===== src/dmc_regs.vh =====
`ifndef DMC_REGS_VH
`define DMC_REGS_VH

// ----------------------------------------------------------------
// Channel and request line counts
// ----------------------------------------------------------------
`define DMC_NCH 4
`define DMC_NLINE 16
// Source number of the single interrupt line at the interrupt controller
`define DMC_IRQ_SOURCE 8'h14

// ----------------------------------------------------------------
// Hardware request line numbers of the attached peripherals
// ----------------------------------------------------------------
`define DMC_LINE_CARD_IF 4'h0
`define DMC_LINE_SPI_TX 4'h1
`define DMC_LINE_SPI_RX 4'h2
`define DMC_LINE_SER1_TX 4'h3
`define DMC_LINE_SER1_RX 4'h4
`define DMC_LINE_SER2_TX 4'h5
`define DMC_LINE_SER2_RX 4'h6
`define DMC_LINE_CIPHER_TX 4'hB
`define DMC_LINE_CIPHER_RX 4'hC
`define DMC_LINE_PWM_TX 4'hD

// ----------------------------------------------------------------
// Field encodings
// ----------------------------------------------------------------
`define DMC_SZ_BYTE 2'h0
`define DMC_SZ_HALF 2'h1
`define DMC_SZ_WORD 2'h2
`define DMC_AM_INC 2'h0
`define DMC_AM_DEC 2'h1
`define DMC_AM_FIX 2'h2
`define DMC_LK_NONE 2'h0
`define DMC_LK_XFER 2'h1
`define DMC_LK_BUF 2'h2
`define DMC_LK_TXN 2'h3
`define DMC_HT_IDLE 2'h0
`define DMC_HT_NONSEQ 2'h2
`define DMC_HT_SEQ 2'h3
`define DMC_HB_SINGLE 3'h0
`define DMC_HB_INCR 3'h1
`define DMC_MAX_BEATS 5'h10
`define DMC_DESC_WORDS 3'h4
// Buffer size field of the descriptor control word, bits 11..0
`define DMC_BTS_MSB 11
`define DMC_NULL_PTR 32'h0000_0000

`endif


===== src/dmc_core.v =====
// Notes on behaviour
// - each channel holds one source/destination pair
// - every item is one read then one write
// - source and destination widths chosen independently
// - four channels, sixteen hardware request lines
// - one input selects round robin or fixed
// - fixed priority: highest channel number wins
// - peripherals sit on fixed request line numbers
// - single interrupt line, controller source twenty
// - memory endpoints always ready, no handshake
// - handshake per side, reprogrammable per channel
// - requests from hardware lines or software
// - single transaction is one non-burst access
// - chunk of at most sixteen items, issued as two-beat incrementing bursts only when both sides increment, else singles
// - memory splits to bursts, peripherals to transactions
// - the controller sets each buffer's amount
// - last buffer done disables channel, signals
// - chaining fetches descriptor at every buffer start
// - source and destination pick chaining independently
// - contiguous side continues from previous end address
// - increment, decrement or fixed per side
// - channel lock holds arbitration for its span
// - bus lock drives hmastlock, channel lock covers it
`timescale 1ns/1ps
`default_nettype none
`include "dmc_regs.vh"

module dmc_core (
  input wire clock,
  input wire rst_n,
  input wire arbitration_policy_select,
  input wire [3:0] ch_enable,
  input wire [127:0] ch_src_addr,
  input wire [127:0] ch_dst_addr,
  input wire [127:0] ch_desc_ptr,
  input wire [47:0] ch_buf_size,
  input wire [7:0] ch_src_size,
  input wire [7:0] ch_dst_size,
  input wire [7:0] ch_src_mode,
  input wire [7:0] ch_dst_mode,
  input wire [3:0] ch_src_mem,
  input wire [3:0] ch_dst_mem,
  input wire [3:0] ch_src_hw,
  input wire [3:0] ch_dst_hw,
  input wire [15:0] ch_src_line,
  input wire [15:0] ch_dst_line,
  input wire [3:0] ch_src_chain,
  input wire [3:0] ch_dst_chain,
  input wire [15:0] ch_chunk,
  input wire [7:0] ch_chan_lock,
  input wire [7:0] ch_bus_lock,
  input wire [15:0] hw_single_req,
  input wire [15:0] hw_chunk_req,
  input wire [7:0] sw_single_set,
  input wire [7:0] sw_chunk_set,
  output wire [7:0] sw_single_pend,
  output wire [7:0] sw_chunk_pend,
  output reg [15:0] hw_ack,
  output wire [3:0] ch_active,
  output reg [3:0] ch_done,
  output reg dma_irq,
  output wire [31:0] haddr,
  output wire [1:0] htrans,
  output wire hwrite,
  output wire [2:0] hsize,
  output wire [2:0] hburst,
  output wire [3:0] hprot,
  output wire hmastlock,
  output reg [31:0] hwdata,
  input wire [31:0] hrdata,
  input wire hready
);

  localparam [3:0] ST_IDLE = 4'h1;
  localparam [3:0] ST_FETCH = 4'h2;
  localparam [3:0] ST_RD = 4'h4;
  localparam [3:0] ST_WR = 4'h8;

  // ----------------------------------------------------------------
  // Helpers
  // ----------------------------------------------------------------
  // Next address after one item of the given width
  function [31:0] nxa;
    input [31:0] a;
    input [1:0] mode;
    input [1:0] sz;
    reg [31:0] step;
    begin
      step = 32'h0000_0001 << sz;
      case (mode)
        `DMC_AM_INC: nxa = a + step;
        `DMC_AM_DEC: nxa = a - step;
        default: nxa = a;
      endcase
    end
  endfunction

  // Take one item off its byte lanes, zero extended
  function [31:0] ext;
    input [31:0] d;
    input [1:0] lo;
    input [1:0] sz;
    reg [31:0] sh;
    begin
      sh = d >> {lo, 3'b000};
      case (sz)
        `DMC_SZ_BYTE: ext = {24'h00_0000, sh[7:0]};
        `DMC_SZ_HALF: ext = {16'h0000, sh[15:0]};
        default: ext = d;
      endcase
    end
  endfunction

  // Copy an item onto every lane so any address offset sees it
  function [31:0] rep;
    input [31:0] d;
    input [1:0] sz;
    begin
      case (sz)
        `DMC_SZ_BYTE: rep = {4{d[7:0]}};
        `DMC_SZ_HALF: rep = {2{d[15:0]}};
        default: rep = d;
      endcase
    end
  endfunction

  // Beats in the next read/write piece; bursts only when both
  // sides increment, since a fixed or falling address cannot burst
  function [2:0] pcs;
    input [4:0] tl;
    input bi;
    begin
      pcs = (bi && tl > 5'h01) ? 3'h2 : 3'h1;
    end
  endfunction

  // Widest span of two lock scopes (lower nonzero code is wider)
  function [1:0] wide;
    input [1:0] a;
    input [1:0] b;
    begin
      if (a == `DMC_LK_NONE)
        wide = b;
      else if (b == `DMC_LK_NONE || a < b)
        wide = a;
      else
        wide = b;
    end
  endfunction

  // ----------------------------------------------------------------
  // State
  // ----------------------------------------------------------------
  reg [3:0] st;
  reg [1:0] gch;
  reg [31:0] sa [0:3];
  reg [31:0] da [0:3];
  reg [31:0] dp [0:3];
  reg [11:0] rem [0:3];
  reg [3:0] en;
  reg [3:0] fpend;
  reg [4:0] tleft;
  reg [2:0] pn;
  reg [2:0] ac;
  reg [2:0] dc;
  reg dph;
  reg [1:0] dlo;
  reg held;
  reg bheld;
  reg [1:0] hscope;
  reg [1:0] bscope;
  reg [31:0] fd_s;
  reg [31:0] fd_d;
  reg [31:0] fd_p;
  reg [31:0] fb [0:1];
  reg wp;
  reg rp;
  reg [1:0] fcnt;
  wire [3:0] cand;
  wire [3:0] chk;

  // ----------------------------------------------------------------
  // Bus phase decode
  // ----------------------------------------------------------------
  wire s_fetch = (st == ST_FETCH);
  wire s_rd = (st == ST_RD);
  wire s_wr = (st == ST_WR);
  wire [1:0] ssz = ch_src_size[{gch, 1'b0} +: 2];
  wire [1:0] dsz = ch_dst_size[{gch, 1'b0} +: 2];
  wire [1:0] smd = ch_src_mode[{gch, 1'b0} +: 2];
  wire [1:0] dmd = ch_dst_mode[{gch, 1'b0} +: 2];
  wire bi_g = (smd == `DMC_AM_INC) && (dmd == `DMC_AM_INC);
  // Buffer full on the fill side stalls read issue; drain side feeds writes
  wire f_rdy = (fcnt != 2'h2);
  wire f_vld = (fcnt != 2'h0);
  wire issue = (ac < pn) & ((s_fetch | s_rd) & f_rdy | s_wr & f_vld);
  wire acc = issue & hready;
  wire dfin = dph & hready;
  wire last = dfin & (dc == pn - 3'h1);
  wire [11:0] pn12 = {9'h000, pn};
  wire buf_end = s_wr & last & (rem[gch] == pn12);
  wire txn_end = s_wr & last & ((tleft == {2'h0, pn}) | (rem[gch] == pn12));
  wire xfer_end = buf_end & (dp[gch] == `DMC_NULL_PTR);
  wire [3:0] gsel = 4'h1 << gch;

  // Each lock ends with the event that closes its chosen span
  function ends;
    input [1:0] s;
    begin
      case (s)
        `DMC_LK_XFER: ends = xfer_end;
        `DMC_LK_BUF: ends = buf_end;
        `DMC_LK_TXN: ends = txn_end;
        default: ends = 1'b0;
      endcase
    end
  endfunction

  // Read, then write of the same item through the buffer
  assign htrans = !issue ? `DMC_HT_IDLE :
                  (ac == 3'h0) ? `DMC_HT_NONSEQ : `DMC_HT_SEQ;
  assign haddr = s_fetch ? dp[gch] + {27'h000_0000, ac, 2'b00} :
                 s_wr ? da[gch] : sa[gch];
  assign hwrite = s_wr;
  assign hsize = s_fetch ? {1'b0, `DMC_SZ_WORD} :
                 s_wr ? {1'b0, dsz} : {1'b0, ssz};
  // One beat is a plain single access, more is an incrementing burst
  assign hburst = (pn == 3'h1) ? `DMC_HB_SINGLE : `DMC_HB_INCR;
  assign hprot = 4'h1;
  assign hmastlock = bheld;
  assign ch_active = en;

  // ----------------------------------------------------------------
  // Per-channel handshake and readiness
  // ----------------------------------------------------------------
  genvar c;
  generate
    for (c = 0; c < 4; c = c + 1) begin : g_ch
      wire [3:0] sl = ch_src_line[4*c+3:4*c];
      wire [3:0] dl = ch_dst_line[4*c+3:4*c];
      wire clr = txn_end & gsel[c];
      reg ss;
      reg sc;
      reg ds;
      reg dk;
      // Software latches; a new request wins over the completion clear
      always @(posedge clock) begin
        if (!rst_n) begin
          ss <= 1'b0;
          sc <= 1'b0;
          ds <= 1'b0;
          dk <= 1'b0;
        end else begin
          ss <= sw_single_set[2*c] | (ss & ~clr);
          sc <= sw_chunk_set[2*c] | (sc & ~clr);
          ds <= sw_single_set[2*c+1] | (ds & ~clr);
          dk <= sw_chunk_set[2*c+1] | (dk & ~clr);
        end
      end
      // Handshake source per side, reselected live by the hw flags
      wire sq = ch_src_hw[c] ? (hw_single_req[sl] | hw_chunk_req[sl]) : (ss | sc);
      wire dq = ch_dst_hw[c] ? (hw_single_req[dl] | hw_chunk_req[dl]) : (ds | dk);
      wire sk = ch_src_hw[c] ? hw_chunk_req[sl] : sc;
      wire dkk = ch_dst_hw[c] ? hw_chunk_req[dl] : dk;
      // Memory needs no request and is never waited on
      wire srdy = ch_src_mem[c] | sq;
      wire drdy = ch_dst_mem[c] | dq;
      assign chk[c] = (~ch_src_mem[c] & sk) | (~ch_dst_mem[c] & dkk);
      assign cand[c] = en[c] & (fpend[c] | (srdy & drdy));
      assign sw_single_pend[2*c] = ss;
      assign sw_single_pend[2*c+1] = ds;
      assign sw_chunk_pend[2*c] = sc;
      assign sw_chunk_pend[2*c+1] = dk;
    end
  endgenerate

  // ----------------------------------------------------------------
  // Arbitration and transaction sizing
  // ----------------------------------------------------------------
  reg [1:0] pick;
  reg found;
  reg [1:0] idx;
  reg [4:0] base;
  reg [4:0] pk_tl;
  reg pk_bi;
  reg [1:0] pk_lk;
  integer i;
  integer j;
  // A held channel keeps the master; otherwise fixed or rotating choice
  always @* begin
    pick = gch;
    found = 1'b0;
    idx = 2'h0;
    if (held) begin
      found = cand[gch];
    end else if (arbitration_policy_select) begin
      for (i = 0; i < 4; i = i + 1) begin
        if (cand[i]) begin
          pick = i[1:0];
          found = 1'b1;
        end
      end
    end else begin
      for (i = 4; i > 0; i = i - 1) begin
        idx = gch + i[1:0];
        if (cand[idx]) begin
          pick = idx;
          found = 1'b1;
        end
      end
    end
    // Memory pairs run straight bursts, peripherals a single or chunk
    if (ch_src_mem[pick] & ch_dst_mem[pick])
      base = `DMC_MAX_BEATS;
    else if (chk[pick])
      base = {1'b0, ch_chunk[{pick, 2'b00} +: 4]} + 5'h01;
    else
      base = 5'h01;
    // The programmed buffer size bounds every transaction
    pk_tl = (rem[pick] < {7'h00, base}) ? rem[pick][4:0] : base;
    pk_bi = (ch_src_mode[{pick, 1'b0} +: 2] == `DMC_AM_INC) &&
            (ch_dst_mode[{pick, 1'b0} +: 2] == `DMC_AM_INC);
    pk_lk = wide(ch_chan_lock[{pick, 1'b0} +: 2], ch_bus_lock[{pick, 1'b0} +: 2]);
  end

  // ----------------------------------------------------------------
  // Engine
  // ----------------------------------------------------------------
  // Arrays are per channel, so a channel is bound to one pair at a time
  always @(posedge clock) begin
    if (!rst_n) begin
      st <= ST_IDLE;
      gch <= 2'h0;
      en <= 4'h0;
      fpend <= 4'h0;
      pn <= 3'h1;
      ac <= 3'h0;
      dc <= 3'h0;
      dph <= 1'b0;
      held <= 1'b0;
      bheld <= 1'b0;
      wp <= 1'b0;
      rp <= 1'b0;
      fcnt <= 2'h0;
      hw_ack <= 16'h0000;
      ch_done <= 4'h0;
      dma_irq <= 1'b0;
      for (j = 0; j < 4; j = j + 1) begin
        sa[j] <= 32'h0000_0000;  // Keeps haddr zero when idle after reset, until the channel is loaded
      end
    end else begin
      hw_ack <= 16'h0000;
      ch_done <= 4'h0;
      dma_irq <= 1'b0;
      // Enable loads an idle channel; a non-null pointer fetches first
      for (j = 0; j < 4; j = j + 1) begin
        if (ch_enable[j] & ~en[j]) begin
          en[j] <= 1'b1;
          sa[j] <= ch_src_addr[32*j +: 32];
          da[j] <= ch_dst_addr[32*j +: 32];
          dp[j] <= ch_desc_ptr[32*j +: 32];
          rem[j] <= ch_buf_size[12*j +: 12];
          fpend[j] <= (ch_desc_ptr[32*j +: 32] != `DMC_NULL_PTR);
        end
      end
      // Address phase taken
      if (acc) begin
        ac <= ac + 3'h1;
        dlo <= haddr[1:0];
        if (s_rd)
          sa[gch] <= nxa(sa[gch], smd, ssz);
        if (s_wr) begin
          da[gch] <= nxa(da[gch], dmd, dsz);
          hwdata <= rep(fb[rp], dsz);
          rp <= ~rp;
        end
      end
      // Data phase ends on hready; data phase register holds otherwise
      if (acc)
        dph <= 1'b1;
      else if (hready)
        dph <= 1'b0;
      if (dfin) begin
        dc <= dc + 3'h1;
        if (s_rd) begin
          fb[wp] <= ext(hrdata, dlo, ssz);
          wp <= ~wp;
        end
        if (s_fetch) begin
          case (dc)
            3'h0: fd_s <= hrdata;
            3'h1: fd_d <= hrdata;
            3'h2: fd_p <= hrdata;
            default: ;
          endcase
        end
      end
      fcnt <= fcnt + {1'b0, s_rd & dfin} - {1'b0, s_wr & acc};
      case (st)
        ST_IDLE: begin
          if (held & ~en[gch])
            held <= 1'b0;
          if (found) begin
            gch <= pick;
            ac <= 3'h0;
            dc <= 3'h0;
            if (!held) begin
              // Channel lock spans at least as far as bus lock
              held <= (pk_lk != `DMC_LK_NONE);
              hscope <= pk_lk;
              bheld <= (ch_bus_lock[{pick, 1'b0} +: 2] != `DMC_LK_NONE);
              bscope <= ch_bus_lock[{pick, 1'b0} +: 2];
            end
            if (fpend[pick]) begin
              st <= ST_FETCH;
              pn <= `DMC_DESC_WORDS;
            end else begin
              tleft <= pk_tl;
              pn <= pcs(pk_tl, pk_bi);
              st <= ST_RD;
            end
          end
        end
        ST_FETCH: begin
          if (last) begin
            // Each side takes the fetched address or keeps counting on
            if (ch_src_chain[gch])
              sa[gch] <= fd_s;
            if (ch_dst_chain[gch])
              da[gch] <= fd_d;
            dp[gch] <= fd_p;
            rem[gch] <= hrdata[`DMC_BTS_MSB:0];
            fpend[gch] <= 1'b0;
            st <= ST_IDLE;
          end
        end
        ST_RD: begin
          if (last) begin
            ac <= 3'h0;
            dc <= 3'h0;
            st <= ST_WR;
          end
        end
        ST_WR: begin
          if (last) begin
            ac <= 3'h0;
            dc <= 3'h0;
            tleft <= tleft - {2'h0, pn};
            rem[gch] <= rem[gch] - pn12;
            if (held & ends(hscope))
              held <= 1'b0;
            if (bheld & ends(bscope))
              bheld <= 1'b0;
            if (buf_end & ~xfer_end)
              fpend[gch] <= 1'b1;
            if (xfer_end) begin
              en[gch] <= 1'b0;
              ch_done[gch] <= 1'b1;
              dma_irq <= 1'b1;
            end
            if (txn_end) begin
              // Acknowledge hardware-handshaked sides on their lines
              if (ch_src_hw[gch] & ~ch_src_mem[gch])
                hw_ack[ch_src_line[{gch, 2'b00} +: 4]] <= 1'b1;
              if (ch_dst_hw[gch] & ~ch_dst_mem[gch])
                hw_ack[ch_dst_line[{gch, 2'b00} +: 4]] <= 1'b1;
              st <= ST_IDLE;
            end else begin
              pn <= pcs(tleft - {2'h0, pn}, bi_g);
              st <= ST_RD;
            end
          end
        end
        default: st <= ST_IDLE;
      endcase
    end
  end

endmodule

`default_nettype wire


===== config.mk =====
export PLATFORM = sky130hd
export DESIGN_NAME = dmc_core
export DESIGN_NICKNAME = d
export VERILOG_FILES = /design/src/dmc_core.v
export VERILOG_INCLUDE_DIRS = /design/src /design/src/src
export SDC_FILE = /design/constraint.sdc
export NUM_CORES = 2
export LEC_CHECK = 0
export ABC_AREA = 0
export ABC_CLOCK_PERIOD_IN_PS = 11080
export BUFFER_PORTS_ARGS = -buffer_cell sky130_fd_sc_hd__buf_2
export CORE_AREA = 5 5 288 290
export DETAILED_ROUTE_END_ITERATION = 8
export DIE_AREA = 0 0 293 295
export GPL_TIMING_DRIVEN = 0
export HOLD_SLACK_MARGIN = 0.03
export PLACE_DENSITY = 0.76
export REMOVE_ABC_BUFFERS = 1
export SYNTH_ARGS = -nofsm -noshare
export SYNTH_HDL_FRONTEND = slang
export SYNTH_SLANG_ARGS = --single-unit

===== constraint.sdc =====
create_clock -name clock -period 11.08 [get_ports clock]
set_clock_uncertainty 0.15 [all_clocks]
set_input_delay 1.108 -clock clock [delete_from_list [all_inputs] [get_ports clock]]
set_output_delay 1.108 -clock clock [all_outputs]
set_load 0.02 [all_outputs]

# == Yosys cells after proc, flatten, opt, wreduce, memory -nomap -nowiden ==
# Memories as Yosys holds them, arrays and structs flattened. A register that Yosys moved wholly into a read port is not among the register bits.
# Cells that the tools add are included.
# totals
reg_bits,206
ram_bits,496
input_bits,640
out_inout_bits,119
memories,5
# mem_list
name,words,word_bits,read_ports,rd_clocked_by_memory_dff,wr,line,rtl
da,4,32,1,1,5,dmc_core.v:157,reg [31:0] da [0:3];
dp,4,32,1,1,5,dmc_core.v:158,reg [31:0] dp [0:3];
sa,4,32,1,1,5,dmc_core.v:156,reg [31:0] sa [0:3];
fb,2,32,1,1,1,dmc_core.v:175,reg [31:0] fb [0:1];
rem,4,12,2,1,5,dmc_core.v:159,reg [11:0] rem [0:3];
# classes
addsub,16
magnitude_cmp,23
eq_ne,30
n_shift,15
muxes,263
bitwise,145
n_reduce_logical,46
# ops
operator,count
2-to-1 mux 32 bit,17
case mux 32 bit (2 select lines),4
2-to-1 mux 1 bit,139
nonzero test 32 bit,4
2-to-1 mux 16 bit,6
adder 32 bit,2
binary-select mux 1 bit (select 4 bit),16
indexed part select 8 x 4 -> 2 bit,8
"left shift 1 x 2 -> 32 bit, first input constant",2
subtractor 32 bit,2
AND 1 bit,59
bitwise OR 1 bit,58
"< comparator 4 x 5 -> 1 bit, second input constant",10
2-to-1 mux 2 bit,24
indexed part select 16 x 5 -> 4 bit,3
2-to-1 mux 4 bit,10
2-to-1 mux 3 bit,12
adder 32 x 5 -> 32 bit,1
zero test 32 bit,1
AND reduction 4 bit,8
>> shifter 32 x 5 -> 16 bit,1
binary-select mux 1 bit (select 2 bit),15
2-to-1 mux 5 bit,6
inverter 1 bit,23
other kinds (52),107

# == Depth between registers and ports, before layout ==
# logic_depth
depth_word,27
depth_mapped,26

# == Worst setup path after synthesis ==
# No wires, ideal clock.
# synth_timing
path_type,reg2reg
startpoint,register gch[0]
endpoint,"memory da[0][31], data pin"
setup_time_ns,0.273
arrival_ns,6.939
slack_ns,3.718
stages_incl_launch_ff,26
path_cell_list,dfxtp_1 -> clkbuf_1 -> clkbuf_1 -> clkbuf_1 -> mux4_2 -> clkbuf_1 -> or2_2 -> ha_1 -> inv_1 -> clkbuf_1 -> o21ai_0 -> ha_1 -> o21ai_0 -> a21oi_1 -> o22ai_1 -> a311oi_1 -> nor2_1 -> a2111oi_0 -> and3b_1 -> nor3_1 -> nor2_1 -> a21oi_1 -> nor3_1 -> o31a_1 -> a311oi_1 -> o31ai_1
# synth_lines
element,line,rtl
from (decl),dmc_core.v:155,reg [1:0] gch;
from (signal assigned),dmc_core.v:404,gch <= pick;
to (decl),dmc_core.v:157,

==> results.sh <==
export IMPL_ys_warn_count=0
export IMPL_nets=5000
export IMPL_root_buffer="clkbuf_16"
export IMPL_end_kind="register"
export IMPL_place_congestion=1.02
export IMPL_drt_iter0_drc=4789
export IMPL_die_x_um=293
export IMPL_finalSetupTns_ns=0
export IMPL_drc=0
export IMPL_ant_nets=0
export IMPL_timing_final_ws_setup_ns=2.15
export IMPL_p_leak_uw=0.0191
export IMPL_synth_compound_area_share=0.117
export IMPL_synth_ff_type="edfxtp_1"
export IMPL_path_max_fanout=32
export IMPL_max_stage_delay_ns=1.14
export IMPL_grt_max_degree=59
export IMPL_hold_path_class="register to register"
export IMPL_final_util=0.623
export IMPL_cts_resized_gates=0
export IMPL_yosys_area_share_simple=0.120
export IMPL_cp_num_buf_inv=2
export IMPL_crit_path_top_delay_cell="ha_1"
export IMPL_path_cells="buf_12 > mux4_2 > nand2b_1 > ha_1 > clkinv_1 > o21ai_2 > ha_1 > and2_1 > a31o_2 > o21ai_0 > nand3_1 > a41oi_1 > o21ai_0 > nand3_1 > a31o_2 > a2111oi_0 > a31o_2 > o32ai_1 > o21ai_0"
export IMPL_maxClockFrequency_ghz=0.112
export IMPL_clock_sinks=705
export IMPL_peakVddDrop_mv=0.116
export IMPL_relSlewSlack=0.0795
export IMPL_finalCritPeriodShare=0.806
export IMPL_async_flop_share=0
export IMPL_io_pins=759
export IMPL_cp_data_required_time_ns=11.27
export IMPL_netlist_instances=3623
export IMPL_synth_top_family_by_area="multiplexers"
export IMPL_rsz0062_at_grt="no"
export IMPL_netlist_area_um2=42000
export IMPL_cts_buffers=78
export IMPL_area_delta_synth_final_pct=18.8
export IMPL_dr_max_layer_used="met5"
export IMPL_cts_max_path_buffers=3
export IMPL_grt_pass1_vias=34800
export IMPL_synth_edf_count=635
export IMPL_synth_distinct_cells=90
export IMPL_maxCapViolCount=0
export IMPL_clock_latency_ns=0.65
export IMPL_syn_area_per_cell_um2=11.6
export IMPL_ys_ff_latch=705
export IMPL_num_rows=104
export IMPL_met2_length_mm=77.5
export IMPL_period_needed_ns=8.93
export IMPL_drt_total_wl_mm=165
export IMPL_cts_tree="built"
export IMPL_dp_slack_ns=2.03
export IMPL_dr_wl_met3_mm=19.7
export IMPL_synthAdderAreaFrac=0.0307
export IMPL_drt_met1_wl_mm=58.4
export IMPL_postCtsSetupBuffers=0
export IMPL_firstDrtPassIters=6
export IMPL_die_height_um=295
export IMPL_grt_overflow=0
export IMPL_crit_arrival_ns=9.12
export IMPL_track_usage=0.367
export IMPL_fp_dieArea_um2=86400
export IMPL_cts_clk_slew_worst_paths_ns=0.06
export IMPL_antenna_found_initial=33
export IMPL_finalMaxSlewViolations=0
export IMPL_fillers=6339
export IMPL_avgRoutedWirePerCell_um=30.5
export IMPL_dp_hpwl_mm=124
export IMPL_cts_hold_fix_buffers=0
export IMPL_critical_path_class="register to register"
export IMPL_grt_pass1_wl_mm=233
export IMPL_drive_gt1_frac=0.332
export IMPL_status="finished clean"
export IMPL_viasPerCell=6.55
export IMPL_path_delay_family="compound AO/OA/AOI/OAI gates"
export IMPL_tightest_slew_ns=1.38
export IMPL_hold_viol_final=0
export IMPL_p_per_area_nw_per_um2=216
export IMPL_seq_area_frac_synth=0.488
export IMPL_finalSetupViolations=0
export IMPL_io_buffers=751
export IMPL_coreArea_um2=80000
export IMPL_start_util=0.524
export IMPL_htree_levels=3
export IMPL_synth_xor_area_frac=0.0190
export IMPL_yosys_mux_area_fraction=0.192
export IMPL_vias=35500
export IMPL_worstSetupStartpointType="register"
synthesized netlist by cell type, types with 28 or more instances:
library cell	instances	area share
mux2i_1	95	0.023
nand2b_1	40	0.0060
inv_1	82	0.0073
o211ai_1	28	0.0050
nand3_1	173	0.021
dfxtp_1	70	0.033
nand2_1	337	0.030
nor2b_1	39	0.0058
o21ai_0	347	0.041
nor2_1	216	0.019
nor3_1	51	0.0061
xor2_1	46	0.0096
edfxtp_1	635	0.45
mux2_2	257	0.069
a22oi_1	48	0.0086
ha_1	95	0.028
and2_1	36	0.0054
clkbuf_1	167	0.015
a21oi_1	125	0.015
xnor2_1	45	0.0094
buf_1	35	0.0031
nor4_1	51	0.0076
mux4_2	175	0.094
nand4_1	32	0.0048
final timing paths:
path	depth (start not counted)	from	end	slack [ns]
setup / recovery	19	gch[0]	sa[2][29]	2.15
hold / removal	2	dph	dc[1]	0.37
setup reg to reg	19	gch[0]	sa[2][29]	2.15
hold reg to reg	2	dph	dc[1]	0.37
registers in the layout, indices dropped and copies added (netlist names), 5 cells and up, named ones only:
name,cells
fd_p,32
fd_s,32
dp,128
da,128
rem,48
sa,128
hw_ack,16
fb,64
hwdata,32
fd_d,32
tleft,5
layout by cell type, fill, tap and decap left out, drive strengths merged, types with 18 or more instances in the layout:
| cell type | n |
|---|---|
| a211oi | 21 |
| a21o | 21 |
| a21oi | 126 |
| a22oi | 48 |
| a31oi | 21 |
| and2 | 36 |
| and3 | 18 |
| buf | 797 |
| clkbuf | 96 |
| clkinv | 33 |
| dfxtp | 70 |
| diode | 27 |
| edfxtp | 635 |
| ha | 95 |
| inv | 88 |
| mux2 | 263 |
| mux2i | 96 |
| mux4 | 182 |
| nand2 | 337 |
| nand2b | 40 |
| nand3 | 173 |
| nand4 | 32 |
| nor2 | 217 |
| nor2b | 39 |
| nor3 | 51 |
| nor4 | 52 |
| o211ai | 29 |
| o21ai | 356 |
| o22a | 18 |
| o22ai | 20 |
| xnor2 | 45 |
| xor2 | 46 |
per-stage QoR:
stage	hold slack, ns	cells	cell area, um^2	total power [uW]
finish	0.365	5410	49900	10800
global route	0.385	5400	49800	11300
CTS	0.360	5382	49800	10700
detailed placement	0.351	5239	47100	7970
global placement	0.345	5193	46000	7900
floorplan	0.327	3382	40900	6340
report_power, final:
| group | switching [uW] | internal (uW) | leakage, uW |
|---|---|---|---|
| clock | 1140 | 1590 | 0.00129 |
| sequential | 108 | 3080 | 0.00661 |
| combinational | 3070 | 1780 | 0.0112 |
kinds of logic (layout without fill, tap and decap cells):
group / count (synthesis) / after routing
AND/OR/NAND/NOR: 1057 / 1057
AO/OA/AOI/OAI: 792 / 792
flip-flops: 705 / 705
multiplexers: 541 / 541
buffers and inverters: 335 / 1030
adder cells (fa/ha/maj): 100 / 100
XOR/XNOR: 91 / 91
other: 2 / 34
worst reg2reg max path, stage by stage (launching register included):
cell and delay, ns:
dfxtp_2 0.54, buf_12 0.29, mux4_2 0.62, nand2b_1 0.59
ha_1 1.14, clkinv_1 0.87, o21ai_2 0.96, ha_1 0.42
and2_1 0.17, a31o_2 0.22, o21ai_0 0.25, nand3_1 0.15
a41oi_1 0.47, o21ai_0 0.24, nand3_1 0.18, a31o_2 0.20
a2111oi_0 0.09, a31o_2 0.22, o32ai_1 0.69, o21ai_0 0.20
layout make-up:
class,instances,area [um^2],share of cell area
Antenna cell,27,67.6,0.00136
Timing Repair Buffer,798,4730,0.0949
Clock inverter,47,603,0.0121
Clock buffer,96,2050,0.0412
Sequential cell,705,20500,0.411
Multi-Input combinational cell,2588,20300,0.406
Inverter,89,335,0.00673
Tap cell,1060,1330,0.0266
layer usage:
metal  GRT usage  vias to the layer above
met5           0                        -
met4       0.178                       10
met3      0.0978                      479
met2       0.592                     2498
met1       0.464                    17200
li1            -                    15300
Note: power is estimated with default switching activity, not from simulation.
